$ cat config.mk
export PLATFORM = sky130hd
export DESIGN_NAME = ddsf_router
export DESIGN_NICKNAME = d
export VERILOG_FILES = /design/src/hdl/ddsf_die.v /design/src/hdl/ddsf_router.v
export VERILOG_INCLUDE_DIRS = /design/src /design/src/common
export SDC_FILE = /design/constraint.sdc
export NUM_CORES = 1
export LEC_CHECK = 0
export ABC_AREA = 1
export BUFFER_PORTS_ARGS = -buffer_cell sky130_fd_sc_hd__buf_2
export CAP_MARGIN = 15
export CORE_ASPECT_RATIO = 0.6
export CORE_MARGIN = 3
export CORE_UTILIZATION = 54
export CTS_CLUSTER_SIZE = 40
export DETAILED_ROUTE_END_ITERATION = 8
export GPL_TIMING_DRIVEN = 0
export PLACE_DENSITY = 0.83
export SETUP_SLACK_MARGIN = 0.1
export SLEW_MARGIN = 20
export SYNTH_ARGS = -nofsm -noshare
export SYNTH_HDL_FRONTEND = slang
export SYNTH_SLANG_ARGS = --single-unit
$ cat constraint.sdc
create_clock -name aclk -period 2.1 [get_ports aclk]
set_clock_uncertainty 0.15 [all_clocks]
set_input_delay 0.63 -clock aclk [delete_from_list [all_inputs] [get_ports aclk]]
set_output_delay 0.63 -clock aclk [all_outputs]
set_load 0.01 [all_outputs]
$ cat src/common/ddsf_consts.vh
// constants for the two-die serial flash command router
`ifndef DDSF_CONSTS_VH
`define DDSF_CONSTS_VH
// opcodes
`define DDSF_OP_WRITE_LATCH_SET_CMD 8'h06
`define DDSF_OP_WRDI 8'h04
`define DDSF_OP_WIDE 8'hB7
`define DDSF_OP_READ3 8'h03
`define DDSF_OP_READ4 8'h13
`define DDSF_OP_PP3 8'h02
`define DDSF_OP_PP4 8'h12
`define DDSF_OP_SE3 8'hD8
`define DDSF_OP_SE4 8'hDC
`define DDSF_OP_RREAD 8'h65
`define DDSF_OP_RWRITE 8'h71
`define DDSF_OP_U01 8'h01
`define DDSF_OP_U35 8'h35
`define DDSF_OP_U05 8'h05
`define DDSF_OP_U07 8'h07
`define DDSF_OP_U43 8'h43
`define DDSF_OP_U2F 8'h2F
`define DDSF_OP_UE8 8'hE8
`define DDSF_OP_UE4 8'hE4
`define DDSF_OP_UB0 8'hB0
`define DDSF_OP_U30 8'h30
// die layout
`define DDSF_DIE_BIT 26
`define DDSF_ERASED 8'hFF
// delivery values
`define DDSF_RST_STATUS 8'h00
`define DDSF_RST_CFG1 8'h00
`define DDSF_RST_CFG2 8'h08
`define DDSF_RST_CFG3 8'h00
`define DDSF_RST_CFG4 8'h00
`define DDSF_RST_PROT 16'hFFFF
// register indices inside a die (low address bits of 65h/71h)
`define DDSF_RIDX_STATUS 3'h0
`define DDSF_RIDX_CFG1 3'h2
`define DDSF_RIDX_CFG2 3'h3
`define DDSF_RIDX_CFG3 3'h4
`define DDSF_RIDX_CFG4 3'h5
// field positions
`define DDSF_BP_HI 4
`define DDSF_BP_LO 2
`define DDSF_ORIENT_BIT 5
`define DDSF_PROT_BASE 19
// uniform sector map region word: size 07FFFFh, erase byte F4h
`define DDSF_MAP_WORD 32'h07FFFFF4
// bus map
`define DDSF_A_CTRL 8'h00
`define DDSF_A_STATUS 8'h04
`define DDSF_A_COUNT 8'h08
`define DDSF_A_PTR 8'h0C
`define DDSF_A_MAP 8'h10
`define DDSF_A_PROT 8'h14
`define DDSF_A_DIE0 8'h18
`define DDSF_A_DIE1 8'h1C
`define DDSF_A_CFG4 8'h20
`define DDSF_RESP_OK 2'b00
`define DDSF_RESP_ERR 2'b10
`endif

$ cat src/hdl/ddsf_die.v
// one die: its registers, write latch and range protection check
`timescale 1ns/100ps
`include "ddsf_consts.vh"
module ddsf_die (
  // clock, reset, enable
  input wire aclk,
  input wire aresetn,
  input wire ce,
  // control strobes
  input wire latch_set,
  input wire latch_clr_all,
  input wire write_done,
  input wire reg_wr,
  input wire [2:0] reg_idx,
  input wire [7:0] reg_wdata,
  input wire [25:0] offset,
  // state out
  output wire latch,
  output wire prot,
  output reg [7:0] reg_rdata,
  output wire [7:0] status_q_out,
  output wire [7:0] cfg1_out,
  output wire [7:0] cfg2_out,
  output wire [7:0] cfg3_out,
  output wire [7:0] cfg4_out
);
  reg latch_q;
  reg [7:0] status_q;
  reg [7:0] cfg1_q;
  reg [7:0] cfg2_q;
  reg [7:0] cfg3_q;
  reg [7:0] cfg4_q;
  wire [2:0] bp;
  wire [25:0] mask;
  wire [4:0] shamt;

  // latch set by the shared enable; the shared disable or own completed write clears it
  always @(posedge aclk) begin
    if (!aresetn) begin
      latch_q <= 1'b0;
    end else if (ce) begin
      if (latch_set) begin
        latch_q <= 1'b1;
      end else if (latch_clr_all || write_done) begin
        latch_q <= 1'b0;
      end
    end
  end

  // registers come up at delivery values
  always @(posedge aclk) begin
    if (!aresetn) begin
      status_q <= `DDSF_RST_STATUS;
      cfg1_q <= `DDSF_RST_CFG1;
      cfg2_q <= `DDSF_RST_CFG2;
      cfg3_q <= `DDSF_RST_CFG3;
      cfg4_q <= `DDSF_RST_CFG4;
    end else if (ce && reg_wr) begin
      case (reg_idx)
        `DDSF_RIDX_STATUS: status_q <= reg_wdata;
        `DDSF_RIDX_CFG1: cfg1_q <= reg_wdata;
        `DDSF_RIDX_CFG2: cfg2_q <= reg_wdata;
        `DDSF_RIDX_CFG3: cfg3_q <= reg_wdata;
        `DDSF_RIDX_CFG4: cfg4_q <= reg_wdata;
        default: ;
      endcase
    end
  end

  // register readback; unknown index reads erased value
  always @* begin
    case (reg_idx)
      `DDSF_RIDX_STATUS: reg_rdata = status_q;
      `DDSF_RIDX_CFG1: reg_rdata = cfg1_q;
      `DDSF_RIDX_CFG2: reg_rdata = cfg2_q;
      `DDSF_RIDX_CFG3: reg_rdata = cfg3_q;
      `DDSF_RIDX_CFG4: reg_rdata = cfg4_q;
      default: reg_rdata = `DDSF_ERASED;
    endcase
  end

  // protected size is 2^(19+bp) bytes of this die, none of it for bp=0, all of it for bp=7
  assign bp = status_q[`DDSF_BP_HI:`DDSF_BP_LO];
  assign shamt = 5'd`DDSF_PROT_BASE + {2'b00, bp};
  assign mask = (26'h1 << shamt) - 26'h1;
  assign prot = (bp == 3'h0) ? 1'b0 :
                (bp == 3'h7) ? 1'b1 :
                cfg1_q[`DDSF_ORIENT_BIT] ? ((offset & ~mask) == 26'h0) :
                ((offset | mask) == {26{1'b1}});
  assign latch = latch_q;
  assign status_q_out = status_q;
  assign cfg1_out = cfg1_q;
  assign cfg2_out = cfg2_q;
  assign cfg3_out = cfg3_q;
  assign cfg4_out = cfg4_q;
endmodule // ddsf_die

$ cat src/hdl/ddsf_router.v
// two-die serial flash front end: link decode, die routing, bus slave
//
// Local design decisions: the register addresses and the AXI4-Lite register port.
`timescale 1ns/100ps
`include "ddsf_consts.vh"
module ddsf_router (
  // clock, reset, enable
  input wire aclk,
  input wire aresetn,
  input wire ce,
  // serial link pins
  input wire spi_sclk,
  input wire spi_cs_n,
  input wire spi_mosi,
  output reg spi_miso,
  output wire spi_miso_oe,
  // axi4-lite write
  input wire [7:0] s_axi_awaddr,
  input wire s_axi_awvalid,
  output wire s_axi_awready,
  input wire [31:0] s_axi_wdata,
  input wire [3:0] s_axi_wstrb,
  input wire s_axi_wvalid,
  output wire s_axi_wready,
  output reg [1:0] s_axi_bresp,
  output reg s_axi_bvalid,
  input wire s_axi_bready,
  // axi4-lite read
  input wire [7:0] s_axi_araddr,
  input wire s_axi_arvalid,
  output wire s_axi_arready,
  output reg [31:0] s_axi_rdata,
  output reg [1:0] s_axi_rresp,
  output reg s_axi_rvalid,
  input wire s_axi_rready
);
  localparam ST_IDLE = 3'd0;
  localparam ST_OP = 3'd1;
  localparam ST_ADDR = 3'd2;
  localparam ST_DIN = 3'd3;
  localparam ST_DOUT = 3'd4;
  localparam ST_IGN = 3'd5;

  reg sclk_s1, sclk_s2, sclk_s3;
  reg cs_s1, cs_s2;
  reg mosi_s1, mosi_s2;
  reg [2:0] st_q;
  reg [2:0] bitcnt_q;
  reg [6:0] sh_q;
  reg [7:0] op_q;
  reg [31:0] addr_q;
  reg [1:0] left_q;
  reg [26:0] ptr_q;
  reg [6:0] out_q;
  reg [7:0] wdata_q;
  reg got_q;
  reg addr_done_q;
  reg wide_q;
  reg link_en_q;
  reg unsup_q;
  reg rej_q;
  reg [7:0] unsup_cnt_q;
  reg [7:0] wr_cnt_q;
  reg latch_set_q;
  reg latch_clr_q;
  reg [1:0] wdone_q;
  reg [1:0] rwr_q;

  wire rise;
  wire fall;
  wire [7:0] byte_in;
  wire unsup_op;
  wire is_read;
  wire is_write;
  wire is_rread;
  wire four_only;
  wire die_sel;
  wire [1:0] latch_w;
  wire [1:0] prot_w;
  wire [7:0] rdat_w [0:1];
  wire [7:0] st_w [0:1];
  wire [7:0] c1_w [0:1];
  wire [7:0] c2_w [0:1];
  wire [7:0] c3_w [0:1];
  wire [7:0] c4_w [0:1];
  wire [7:0] next_byte;
  wire clr_req;
  wire wr_take;

  // two flops on every pin; third sclk flop only feeds the edge finder
  always @(posedge aclk) begin
    if (!aresetn) begin
      sclk_s1 <= 1'b0;
      sclk_s2 <= 1'b0;
      sclk_s3 <= 1'b0;
      cs_s1 <= 1'b1;
      cs_s2 <= 1'b1;
      mosi_s1 <= 1'b0;
      mosi_s2 <= 1'b0;
    end else if (ce) begin
      sclk_s1 <= spi_sclk;
      sclk_s2 <= sclk_s1;
      sclk_s3 <= sclk_s2;
      cs_s1 <= spi_cs_n;
      cs_s2 <= cs_s1;
      mosi_s1 <= spi_mosi;
      mosi_s2 <= mosi_s1;
    end
  end

  assign rise = sclk_s2 & ~sclk_s3;
  assign fall = ~sclk_s2 & sclk_s3;
  assign byte_in = {sh_q, mosi_s2};
  // legacy commands without address cannot be steered to a die
  assign unsup_op = (byte_in == `DDSF_OP_U01) || (byte_in == `DDSF_OP_U35) ||
                    (byte_in == `DDSF_OP_U05) ||
                    (byte_in == `DDSF_OP_U07) || (byte_in == `DDSF_OP_U43) ||
                    (byte_in == `DDSF_OP_U2F) ||
                    (byte_in == `DDSF_OP_UE8) || (byte_in == `DDSF_OP_UE4) ||
                    (byte_in == `DDSF_OP_UB0) ||
                    (byte_in == `DDSF_OP_U30);
  assign is_read = (op_q == `DDSF_OP_READ3) || (op_q == `DDSF_OP_READ4);
  assign is_rread = (op_q == `DDSF_OP_RREAD);
  assign is_write = (op_q == `DDSF_OP_PP3) || (op_q == `DDSF_OP_PP4) ||
                    (op_q == `DDSF_OP_SE3) || (op_q == `DDSF_OP_SE4);
  assign four_only = (byte_in == `DDSF_OP_READ4) ||
                     (byte_in == `DDSF_OP_PP4) || (byte_in == `DDSF_OP_SE4);
  assign die_sel = addr_q[`DDSF_DIE_BIT];
  // erased array reads ones; register read repeats the addressed register
  assign next_byte = is_rread ? rdat_w[ptr_q[`DDSF_DIE_BIT]] :
                     `DDSF_ERASED;
  assign spi_miso_oe = ~cs_s2 & (st_q == ST_DOUT);

  // command framing, address collection and read pointer
  always @(posedge aclk) begin
    if (!aresetn) begin
      st_q <= ST_IDLE;
      bitcnt_q <= 3'h0;
      sh_q <= 7'h00;
      op_q <= 8'h00;
      addr_q <= 32'h0;
      left_q <= 2'h0;
      ptr_q <= 27'h0;
      out_q <= 7'h00;
      wdata_q <= 8'h00;
      got_q <= 1'b0;
      addr_done_q <= 1'b0;
      wide_q <= 1'b0;
      spi_miso <= 1'b0;
      latch_set_q <= 1'b0;
      latch_clr_q <= 1'b0;
      wdone_q <= 2'b00;
      rwr_q <= 2'b00;
      rej_q <= 1'b0;
      wr_cnt_q <= 8'h00;
    end else if (ce) begin
      latch_set_q <= 1'b0;
      latch_clr_q <= 1'b0;
      wdone_q <= 2'b00;
      rwr_q <= 2'b00;
      if (cs_s2) begin
        // frame end commits register writes and program or erase
        if (st_q != ST_IDLE && addr_done_q) begin
          if (op_q == `DDSF_OP_RWRITE && got_q && latch_w[die_sel]) begin
            rwr_q[die_sel] <= 1'b1;
            wdone_q[die_sel] <= 1'b1;
          end
          if (is_write) begin
            if (latch_w[die_sel] && !prot_w[die_sel]) begin
              wr_cnt_q <= wr_cnt_q + 8'h01;
              rej_q <= 1'b0;
            end else begin
              rej_q <= 1'b1;
            end
            if (latch_w[die_sel]) begin
              wdone_q[die_sel] <= 1'b1;
            end
          end
        end
        st_q <= ST_IDLE;
        addr_done_q <= 1'b0;
      end else if (st_q == ST_IDLE) begin
        // both dies see the one select, so one decoder serves them
        if (link_en_q) begin
          st_q <= ST_OP;
        end else begin
          st_q <= ST_IGN;
        end
        bitcnt_q <= 3'h0;
        addr_q <= 32'h0;
        got_q <= 1'b0;
      end else if (rise) begin
        sh_q <= byte_in[6:0];
        bitcnt_q <= bitcnt_q + 3'h1;
        if (bitcnt_q == 3'h7) begin
          case (st_q)
            ST_OP: begin
              op_q <= byte_in;
              left_q <= (wide_q || four_only) ? 2'h3 : 2'h2;
              if (unsup_op) begin
                st_q <= ST_IGN;
              end else if (byte_in == `DDSF_OP_WRITE_LATCH_SET_CMD) begin
                latch_set_q <= 1'b1;
                st_q <= ST_IGN;
              end else if (byte_in == `DDSF_OP_WRDI) begin
                latch_clr_q <= 1'b1;
                st_q <= ST_IGN;
              end else if (byte_in == `DDSF_OP_WIDE) begin
                wide_q <= 1'b1;
                st_q <= ST_IGN;
              end else if (byte_in == `DDSF_OP_READ3 ||
                           byte_in == `DDSF_OP_READ4 ||
                           byte_in == `DDSF_OP_PP3 ||
                           byte_in == `DDSF_OP_PP4 ||
                           byte_in == `DDSF_OP_SE3 ||
                           byte_in == `DDSF_OP_SE4 ||
                           byte_in == `DDSF_OP_RREAD ||
                           byte_in == `DDSF_OP_RWRITE) begin
                st_q <= ST_ADDR;
              end else begin
                st_q <= ST_IGN;
              end
            end
            ST_ADDR: begin
              addr_q <= {addr_q[23:0], byte_in};
              left_q <= left_q - 2'h1;
              if (left_q == 2'h0) begin
                addr_done_q <= 1'b1;
                ptr_q <= {addr_q[18:0], byte_in};
                st_q <= (is_read || is_rread) ? ST_DOUT : ST_DIN;
              end
            end
            ST_DIN: begin
              if (!got_q) begin
                wdata_q <= byte_in;
                got_q <= 1'b1;
              end
            end
            default: ;
          endcase
        end
      end else if (fall && st_q == ST_DOUT) begin
        if (bitcnt_q == 3'h0) begin
          spi_miso <= next_byte[7];
          out_q <= next_byte[6:0];
          // pointer wraps inside the die holding it
          if (is_read) begin
            ptr_q <= {ptr_q[`DDSF_DIE_BIT], ptr_q[25:0] + 26'h1};
          end
        end else begin
          spi_miso <= out_q[6];
          out_q <= {out_q[5:0], 1'b0};
        end
      end
    end
  end

  // one instance per die, both fed the same strobes except own write done and register write
  genvar gi;
  generate
    for (gi = 0; gi < 2; gi = gi + 1) begin : g_die
      ddsf_die u_die (
        .aclk(aclk),
        .aresetn(aresetn),
        .ce(ce),
        .latch_set(latch_set_q),
        .latch_clr_all(latch_clr_q),
        .write_done(wdone_q[gi]),
        .reg_wr(rwr_q[gi]),
        .reg_idx(addr_q[2:0]),
        .reg_wdata(wdata_q),
        .offset(addr_q[25:0]),
        .latch(latch_w[gi]),
        .prot(prot_w[gi]),
        .reg_rdata(rdat_w[gi]),
        .status_q_out(st_w[gi]),
        .cfg1_out(c1_w[gi]),
        .cfg2_out(c2_w[gi]),
        .cfg3_out(c3_w[gi]),
        .cfg4_out(c4_w[gi])
      );
    end
  endgenerate

  // write side: address and data taken together, one response at a time
  assign wr_take = s_axi_awvalid & s_axi_wvalid & ~s_axi_bvalid;
  assign s_axi_awready = wr_take;
  assign s_axi_wready = wr_take;
  assign clr_req = wr_take && s_axi_awaddr == `DDSF_A_CTRL &&
                   s_axi_wstrb[0] && s_axi_wdata[1];

  // control register and unsupported-command bookkeeping
  always @(posedge aclk) begin
    if (!aresetn) begin
      link_en_q <= 1'b1;
      unsup_q <= 1'b0;
      unsup_cnt_q <= 8'h00;
      s_axi_bvalid <= 1'b0;
      s_axi_bresp <= `DDSF_RESP_OK;
    end else if (ce) begin
      if (wr_take) begin
        s_axi_bvalid <= 1'b1;
        if (s_axi_awaddr == `DDSF_A_CTRL) begin
          s_axi_bresp <= `DDSF_RESP_OK;
          if (s_axi_wstrb[0]) begin
            link_en_q <= s_axi_wdata[0];
          end
        end else if (s_axi_awaddr[7:2] <= `DDSF_A_CFG4 >> 2 &&
                     s_axi_awaddr[1:0] == 2'b00) begin
          s_axi_bresp <= `DDSF_RESP_OK; // read-only, write dropped
        end else begin
          s_axi_bresp <= `DDSF_RESP_ERR;
        end
      end else if (s_axi_bready) begin
        s_axi_bvalid <= 1'b0;
      end
      // new refusal wins over a clear in the same cycle
      if (!cs_s2 && rise && st_q == ST_OP && bitcnt_q == 3'h7 && unsup_op) begin
        unsup_q <= 1'b1;
        unsup_cnt_q <= unsup_cnt_q + 8'h01;
      end else if (clr_req) begin
        unsup_q <= 1'b0;
        unsup_cnt_q <= 8'h00;
      end
    end
  end

  // read side: one beat in flight, arready low while it waits
  assign s_axi_arready = ~s_axi_rvalid;
  always @(posedge aclk) begin
    if (!aresetn) begin
      s_axi_rvalid <= 1'b0;
      s_axi_rdata <= 32'h0;
      s_axi_rresp <= `DDSF_RESP_OK;
    end else if (ce) begin
      if (s_axi_arvalid && !s_axi_rvalid) begin
        s_axi_rvalid <= 1'b1;
        s_axi_rresp <= `DDSF_RESP_OK;
        case (s_axi_araddr)
          `DDSF_A_CTRL: s_axi_rdata <= {31'h0, link_en_q};
          `DDSF_A_STATUS: s_axi_rdata <= {25'h0, rej_q, die_sel,
                                          ~cs_s2, unsup_q, latch_w,
                                          wide_q};
          `DDSF_A_COUNT: s_axi_rdata <= {16'h0, wr_cnt_q, unsup_cnt_q};
          `DDSF_A_PTR: s_axi_rdata <= {5'h00, ptr_q};
          `DDSF_A_MAP: s_axi_rdata <= `DDSF_MAP_WORD;
          `DDSF_A_PROT: s_axi_rdata <= {`DDSF_RST_PROT,
                                        `DDSF_RST_PROT};
          `DDSF_A_DIE0: s_axi_rdata <= {c3_w[0], c2_w[0], c1_w[0], st_w[0]};
          `DDSF_A_DIE1: s_axi_rdata <= {c3_w[1], c2_w[1], c1_w[1], st_w[1]};
          `DDSF_A_CFG4: s_axi_rdata <= {8'h00, c4_w[1], 8'h00, c4_w[0]};
          default: begin
            s_axi_rdata <= 32'h0;
            s_axi_rresp <= `DDSF_RESP_ERR;
          end
        endcase
      end else if (s_axi_rready) begin
        s_axi_rvalid <= 1'b0;
      end
    end
  end
endmodule // ddsf_router

After elaboration in Yosys (flattened, before gate mapping)
Index checks and enable logic that the tools add are counted.

storage, ports and cells
  output and inout port bits = 43
  flip-flop bits (word level) = 248

cells by class
  shifts and indexed selects = 2
  multiplexer cells = 101
  eq/ne operators = 55
  bitwise logic cells = 24
  $add $sub $neg = 9
  reductions and logical operators = 112
  $lt $le $gt $ge = 4

operators with widths
  kind                                                number
  one-hot mux 32 bit (9 select lines)                 1
  two-way mux 27 bit                                  8
  one-hot mux 8 bit (5 select lines)                  2
  two-way mux 26 bit                                  3
  == test 8 x 5 -> 1 bit, second input constant       8
  == test 8 bit, second input constant                8
  AND 26 bit                                          2
  == test 26 bit, second input constant               2
  logical NOT 26 bit                                  2
  NOT 26 bit                                          2
  bitwise OR 26 bit                                   2
  << shifter 1 x 5 -> 26 bit, first input constant    2
  subtractor 26 x 1 -> 26 bit, second input constant  2
  two-way mux 1 bit                                   49
  two-way mux 8 bit                                   6
  two-way mux 3 bit                                   14
  == test 8 x 3 -> 1 bit, second input constant       5
  == test 8 x 7 -> 1 bit, second input constant       5
  AND reduction 2 bit                                 17
  nonzero test 2 bit                                  17
  == test 8 x 2 -> 1 bit, second input constant       4
  == test 8 x 6 -> 1 bit, second input constant       4
  two-way mux 2 bit                                   14
  adder 26 x 1 -> 26 bit, second input constant       1
  40 further kinds                                    127

Logic depth before layout (Yosys ltp)
  word-level depth = 18
  depth in mapped cells = 16
  gate-level depth less buffers = 16

Modules after synthesis
From an unflattened synthesis, not the netlist that was laid out.

unflattened totals
  cell total of the unflattened synthesis = 2061
  area total of the unflattened synthesis = 13306.5 um2

by module, submodules not included
  module       seq. area each (um2)  cells each  area an instance (um2)  times used
  ddsf_router  3283.1                1455        9332.7                  1
  ddsf_die     820.8                 303         1986.9                  2

Worst setup path before layout
No wires, ideal clock.

  path kind = input-to-reg
  start point = in ce
  end point = reg addr_q[7]
  stages = 15
  setup slack = -0.031 ns
  arrival time = 1.853 ns
  buffers on the path = 2
  path through = buf_4 inv_2 nor2_4 inv_2 nor2_2 inv_2 nor2_1 inv_2 nand2_1 inv_2 nor2_2 inv_2 buf_6 a22oi_1 nor2_1

between the ends
  cells in the longest elaborated chain, start to end = 1

ends and longest elaborated chain
  item                                  line               RTL
  start: declaration                    ddsf_router.v:10   input wire ce,
  AND reduction 5 bit (no source line)  n/a
  end signal: assignment                ddsf_router.v:225  addr_q <= {addr_q[23:0], byte_in};
  end: declaration                      ddsf_router.v:51   reg [31:0] addr_q;

Every way passes these cells.
A chain may end at the register's enable or synchronous reset.

Final worst setup path
  start point = reg st_q[2]
  end point = reg ptr_q[8]

between the ends
  cells in the longest elaborated chain, start to end = 4
  elaborated cells on any way between the ends = 8
  classes of those cells = 3 x eq/ne; 1 x bitwise; 4 x reduce/logical

ends and longest elaborated chain
  item                                      line               RTL
  start: declaration                        ddsf_router.v:47   reg [2:0] st_q;
  start signal: assignment                  ddsf_router.v:230  st_q <= (is_read || is_rread) ? ST_DOUT : ST_DIN;
  == test 3 bit                             ddsf_router.v:242  end else if (fall && st_q == ST_DOUT) begin
  logical AND 1 bit                         ddsf_router.v:242
  nonzero test 2 bit (no source line)       n/a
  AND reduction 9 bit (no source line) (*)  n/a
  end signal: assignment                    ddsf_router.v:229  ptr_q <= {addr_q[18:0], byte_in};
  end signal: assignment                    ddsf_router.v:248  ptr_q <= {ptr_q[`DDSF_DIE_BIT], ptr_q[25:0] + 26'h1};
  end: declaration                          ddsf_router.v:53   reg [26:0] ptr_q;

Mark *: on every way between the ends. The rest lies on a longest branch, timed or not.

==> impl_metrics.env <==
export IMPL_status="complete, but fails checks"
export IMPL_violations="negative setup slack"
export IMPL_grt_pass1_vias=12300
export IMPL_num_vias=14400
export IMPL_cts_tree="built"
export IMPL_drc_errors=0
export IMPL_ant_nets=0
export IMPL_cts_max_level=1
export IMPL_hold_buffers=0
export IMPL_hold_path_end="sclk_s1"
export IMPL_clock_sinks=246
export IMPL_grt_pass1_wl_mm=75.2
export IMPL_wl_met3_mm=9.82
export IMPL_hold_start="spi_sclk"
export IMPL_drv_slew=0
export IMPL_reg2reg_slack_ns=-0.06
export IMPL_num_rows=42
export IMPL_finalPower_uw=9860
export IMPL_dp_cells=2224
export IMPL_drtPass1Iterations=9
export IMPL_reg2regPathDepth=10
export IMPL_hold_viol=0
export IMPL_dr_wl_met2_mm=20.1
export IMPL_routabilityCongestion=1.12
export IMPL_core_mm2=0.0224
export IMPL_min_path_cells=3
export IMPL_first_iter_violations=2320
export IMPL_grt_use_total_pct=40.1
export IMPL_period_share_pct=103
export IMPL_grt_max_degree=15
export IMPL_finalSetupViolCount=10
export IMPL_drive_gt1_share_pct=21.2
export IMPL_syn_area_mm2=0.0125
export IMPL_slew_headroom_pct=42.0
export IMPL_yosysUniqueCellTypes=54
export IMPL_yosys_area_top_type="dfxtp_1"
export IMPL_synthArstFlopShare_pct=0
export IMPL_grt_overflow_total=0
export IMPL_p_per_area_mw_per_mm2=638
export IMPL_syn2layout_area_growth_pct=23.4
export IMPL_cts_buffers=24
export IMPL_cp_top_family="simple AND/OR/NAND/NOR gates"
export IMPL_netlist_area_leader_share_pct=39.3
export IMPL_path_cells="inv_2 -> nor3_1 -> nand3_1 -> o21ai_2 -> nand2_4 -> buf_8 -> buf_6 -> a21oi_2 -> o21ai_1 -> a21oi_1"
export IMPL_tightest_slew_ns=0.870
export IMPL_netlist_top_cells_count="374 x nand2_1, 246 x dfxtp_1, 205 x a21oi_1, 194 x nor2_1, 185 x inv_1"
export IMPL_wl_met1_mm=21.8
export IMPL_critPathLaunchType="register"
export IMPL_worst_hold_path_type="primary input to register"
export IMPL_fin_cells=2319
export IMPL_synth_enable_flop_cells=0
export IMPL_path_max_fanout=6
export IMPL_fin_setup_tns_ns=-0.273
export IMPL_fin_nets=2066
export IMPL_synth_flop_cell="dfxtp_1"
export IMPL_antenna_found_initial=3
export IMPL_ios=106
export IMPL_clk_insertion_delay_late_ns=0.57
export IMPL_clockBufferDepth=3
export IMPL_post_dp_hpwl_mm=39.4
export IMPL_yosys_warnings=0
export IMPL_antennaDiodeCount=0
export IMPL_fin_ws_ns=-0.0642
export IMPL_ir_worst_vdd_v=0.000492
export IMPL_die_x_um=203
export IMPL_slowest_stage="dfxtp_2"
export IMPL_r2r_start="st_q[2]"
export IMPL_cts_root_buffer="clkbuf_16"
export IMPL_synth_area_leaders="dfxtp_1 39%, nand2_1 11%, a21oi_1 8.2%"
export IMPL_clock_fmax_ghz=0.462
export IMPL_max_cap_viol_count=0
export IMPL_wl_per_cell_um=23.0
export IMPL_drt_total_wl_mm=53.4
export IMPL_critPathBufInv=3
export IMPL_clkTransAtPathRegs_ns=0.07
export IMPL_p_leak_uw=0.00600
export IMPL_crit_required_ns=2.43
export IMPL_cp_arrival_ns=2.49
export IMPL_crit_cells=10
export IMPL_fp_dieH_um=124
export IMPL_ys_seq_area_share_pct=39.3
export IMPL_top_layer="met5"
export IMPL_io_buffers=69
export IMPL_via_per_inst=6.21
export IMPL_synth_avg_cell_area_um2=6.80
export IMPL_synthesis_instances=1843
export IMPL_start_util_pct=56.0
export IMPL_r2r_end="ptr_q[8]"
export IMPL_grt_setup_unrepaired="yes"
export IMPL_layout_min_cycle_time_ns=2.16
export IMPL_dieArea_mm2=0.0251
export IMPL_yosys_cell_count_top_type="nand2_1"
export IMPL_worstSetupEndpointType="register"
export IMPL_max_stage_delay_ns=0.38
export IMPL_ys_ff_latch=246
export IMPL_criticalPathCategory="register to register"
[registers in the layout, indices dropped and copies added (netlist names), 16 cells and up]
name	flops
g_die.u_die.cfg4_out	16
g_die.u_die.cfg1_out	16
s_axi_rdata	32
g_die.u_die.cfg3_out	16
ptr_q	27
g_die.u_die.cfg2_out	16
addr_q	27
g_die.u_die.status_q_out	16
[timing repair]
item	CTS	global route
buffers inserted	19	31
gates cloned	2	0
pin swaps	17	28
gates resized for setup	123	192
setup endpoints to repair	197	153
[metrics by stage]
step	hold slack, ns	cell area (um2)	setup WS, ns	utilization [%]
after floorplan	0.279	12600	0.0425	-
after global placement	0.293	13300	-0.762	59.5
after detailed placement	0.304	13300	-0.753	59.5
after CTS	0.142	14700	-0.0422	65.7
after global routing	0.148	15500	-0.149	69.0
final	0.137	15500	-0.0642	69.0
[where the power goes]
| group | internal [uW] | switching, uW | leakage [uW] | total [uW] |
|---|---|---|---|---|
| Clock | 2650 | 2020 | 0.000408 | 4670 |
| Sequential | 4670 | 16.5 | 0.00200 | 4690 |
| Combinational | 142 | 368 | 0.00359 | 510 |
[cells by family after synthesis]
group           count (synthesis)  share of synthesized area, %
xor+xnor                       11                         0.769
compound gates                530                          23.8
buf+inv                       303                          9.90
flops                         246                          39.3
fa+ha+maj                       9                         0.899
simple gates                  742                          25.3
other cells                     2                        0.0600
[per-layer routing]
metal / up-vias / GRT usage [%]
met5: - / 2.78
met4: 8 / 11.0
met3: 142 / 22.0
met2: 1131 / 52.7
met1: 6640 / 55.8
li1: 6488 / -
[cells in the final DEF (no fill, tap or decap), drive strengths merged, types with 2 or more instances in the layout]
| cell | netlist | layout |
|---|---|---|
| a21o | 2 | 2 |
| inv | 200 | 198 |
| or2 | 7 | 7 |
| a31oi | 6 | 6 |
| buf | 37 | 162 |
| xor2 | 10 | 10 |
| a22oi | 36 | 36 |
| clkinvlp | 0 | 3 |
| conb | 2 | 6 |
| nor3b | 3 | 3 |
| o221ai | 6 | 6 |
| clkinv | 5 | 12 |
| nor3 | 34 | 34 |
| clkbuf | 61 | 89 |
| o31ai | 4 | 4 |
| o22ai | 41 | 41 |
| o211ai | 17 | 17 |
| dfxtp | 246 | 246 |
| o21ai | 187 | 187 |
| a211oi | 3 | 3 |
| a21oi | 209 | 209 |
| bufinv | 0 | 3 |
| a311oi | 2 | 2 |
| nand3b | 3 | 3 |
| a221oi | 2 | 2 |
| ha | 9 | 9 |
| nand4 | 26 | 26 |
| o2111ai | 11 | 11 |
| nand3 | 73 | 73 |
| nand2 | 377 | 377 |
| nor2 | 210 | 210 |
| nor4 | 8 | 8 |
[final cells by class]
class	instances	area, um2
Clock buffer	32	681
Tap cell	308	385
Sequential cell	246	4980
Timing Repair Buffer	121	798
Multi-Input combinational cell	1298	7020
Inverter	205	811
Buffer	98	631
Clock inverter	11	144
Fill cell	1896	6930
[worst min-delay path: stages]
cell and delay, ns:
buf_2 0.08, nor2_1 0.04, nor2_1 0.08
[how the worst max path moves through the flow]
stage,slack (ns),to,startpoint
after floorplan,0.04,addr_q[19],ce
after global placement,-0.76,s_axi_rdata[7],s_axi_araddr[1]
after detailed placement,-0.75,s_axi_rdata[7],s_axi_araddr[1]
after CTS,-0.04,spi_miso_oe,cs_s2
after global routing,-0.15,ptr_q[8],st_q[2]
final,-0.06,ptr_q[8],st_q[2]
Note: power is estimated with default switching activity, not from simulation.
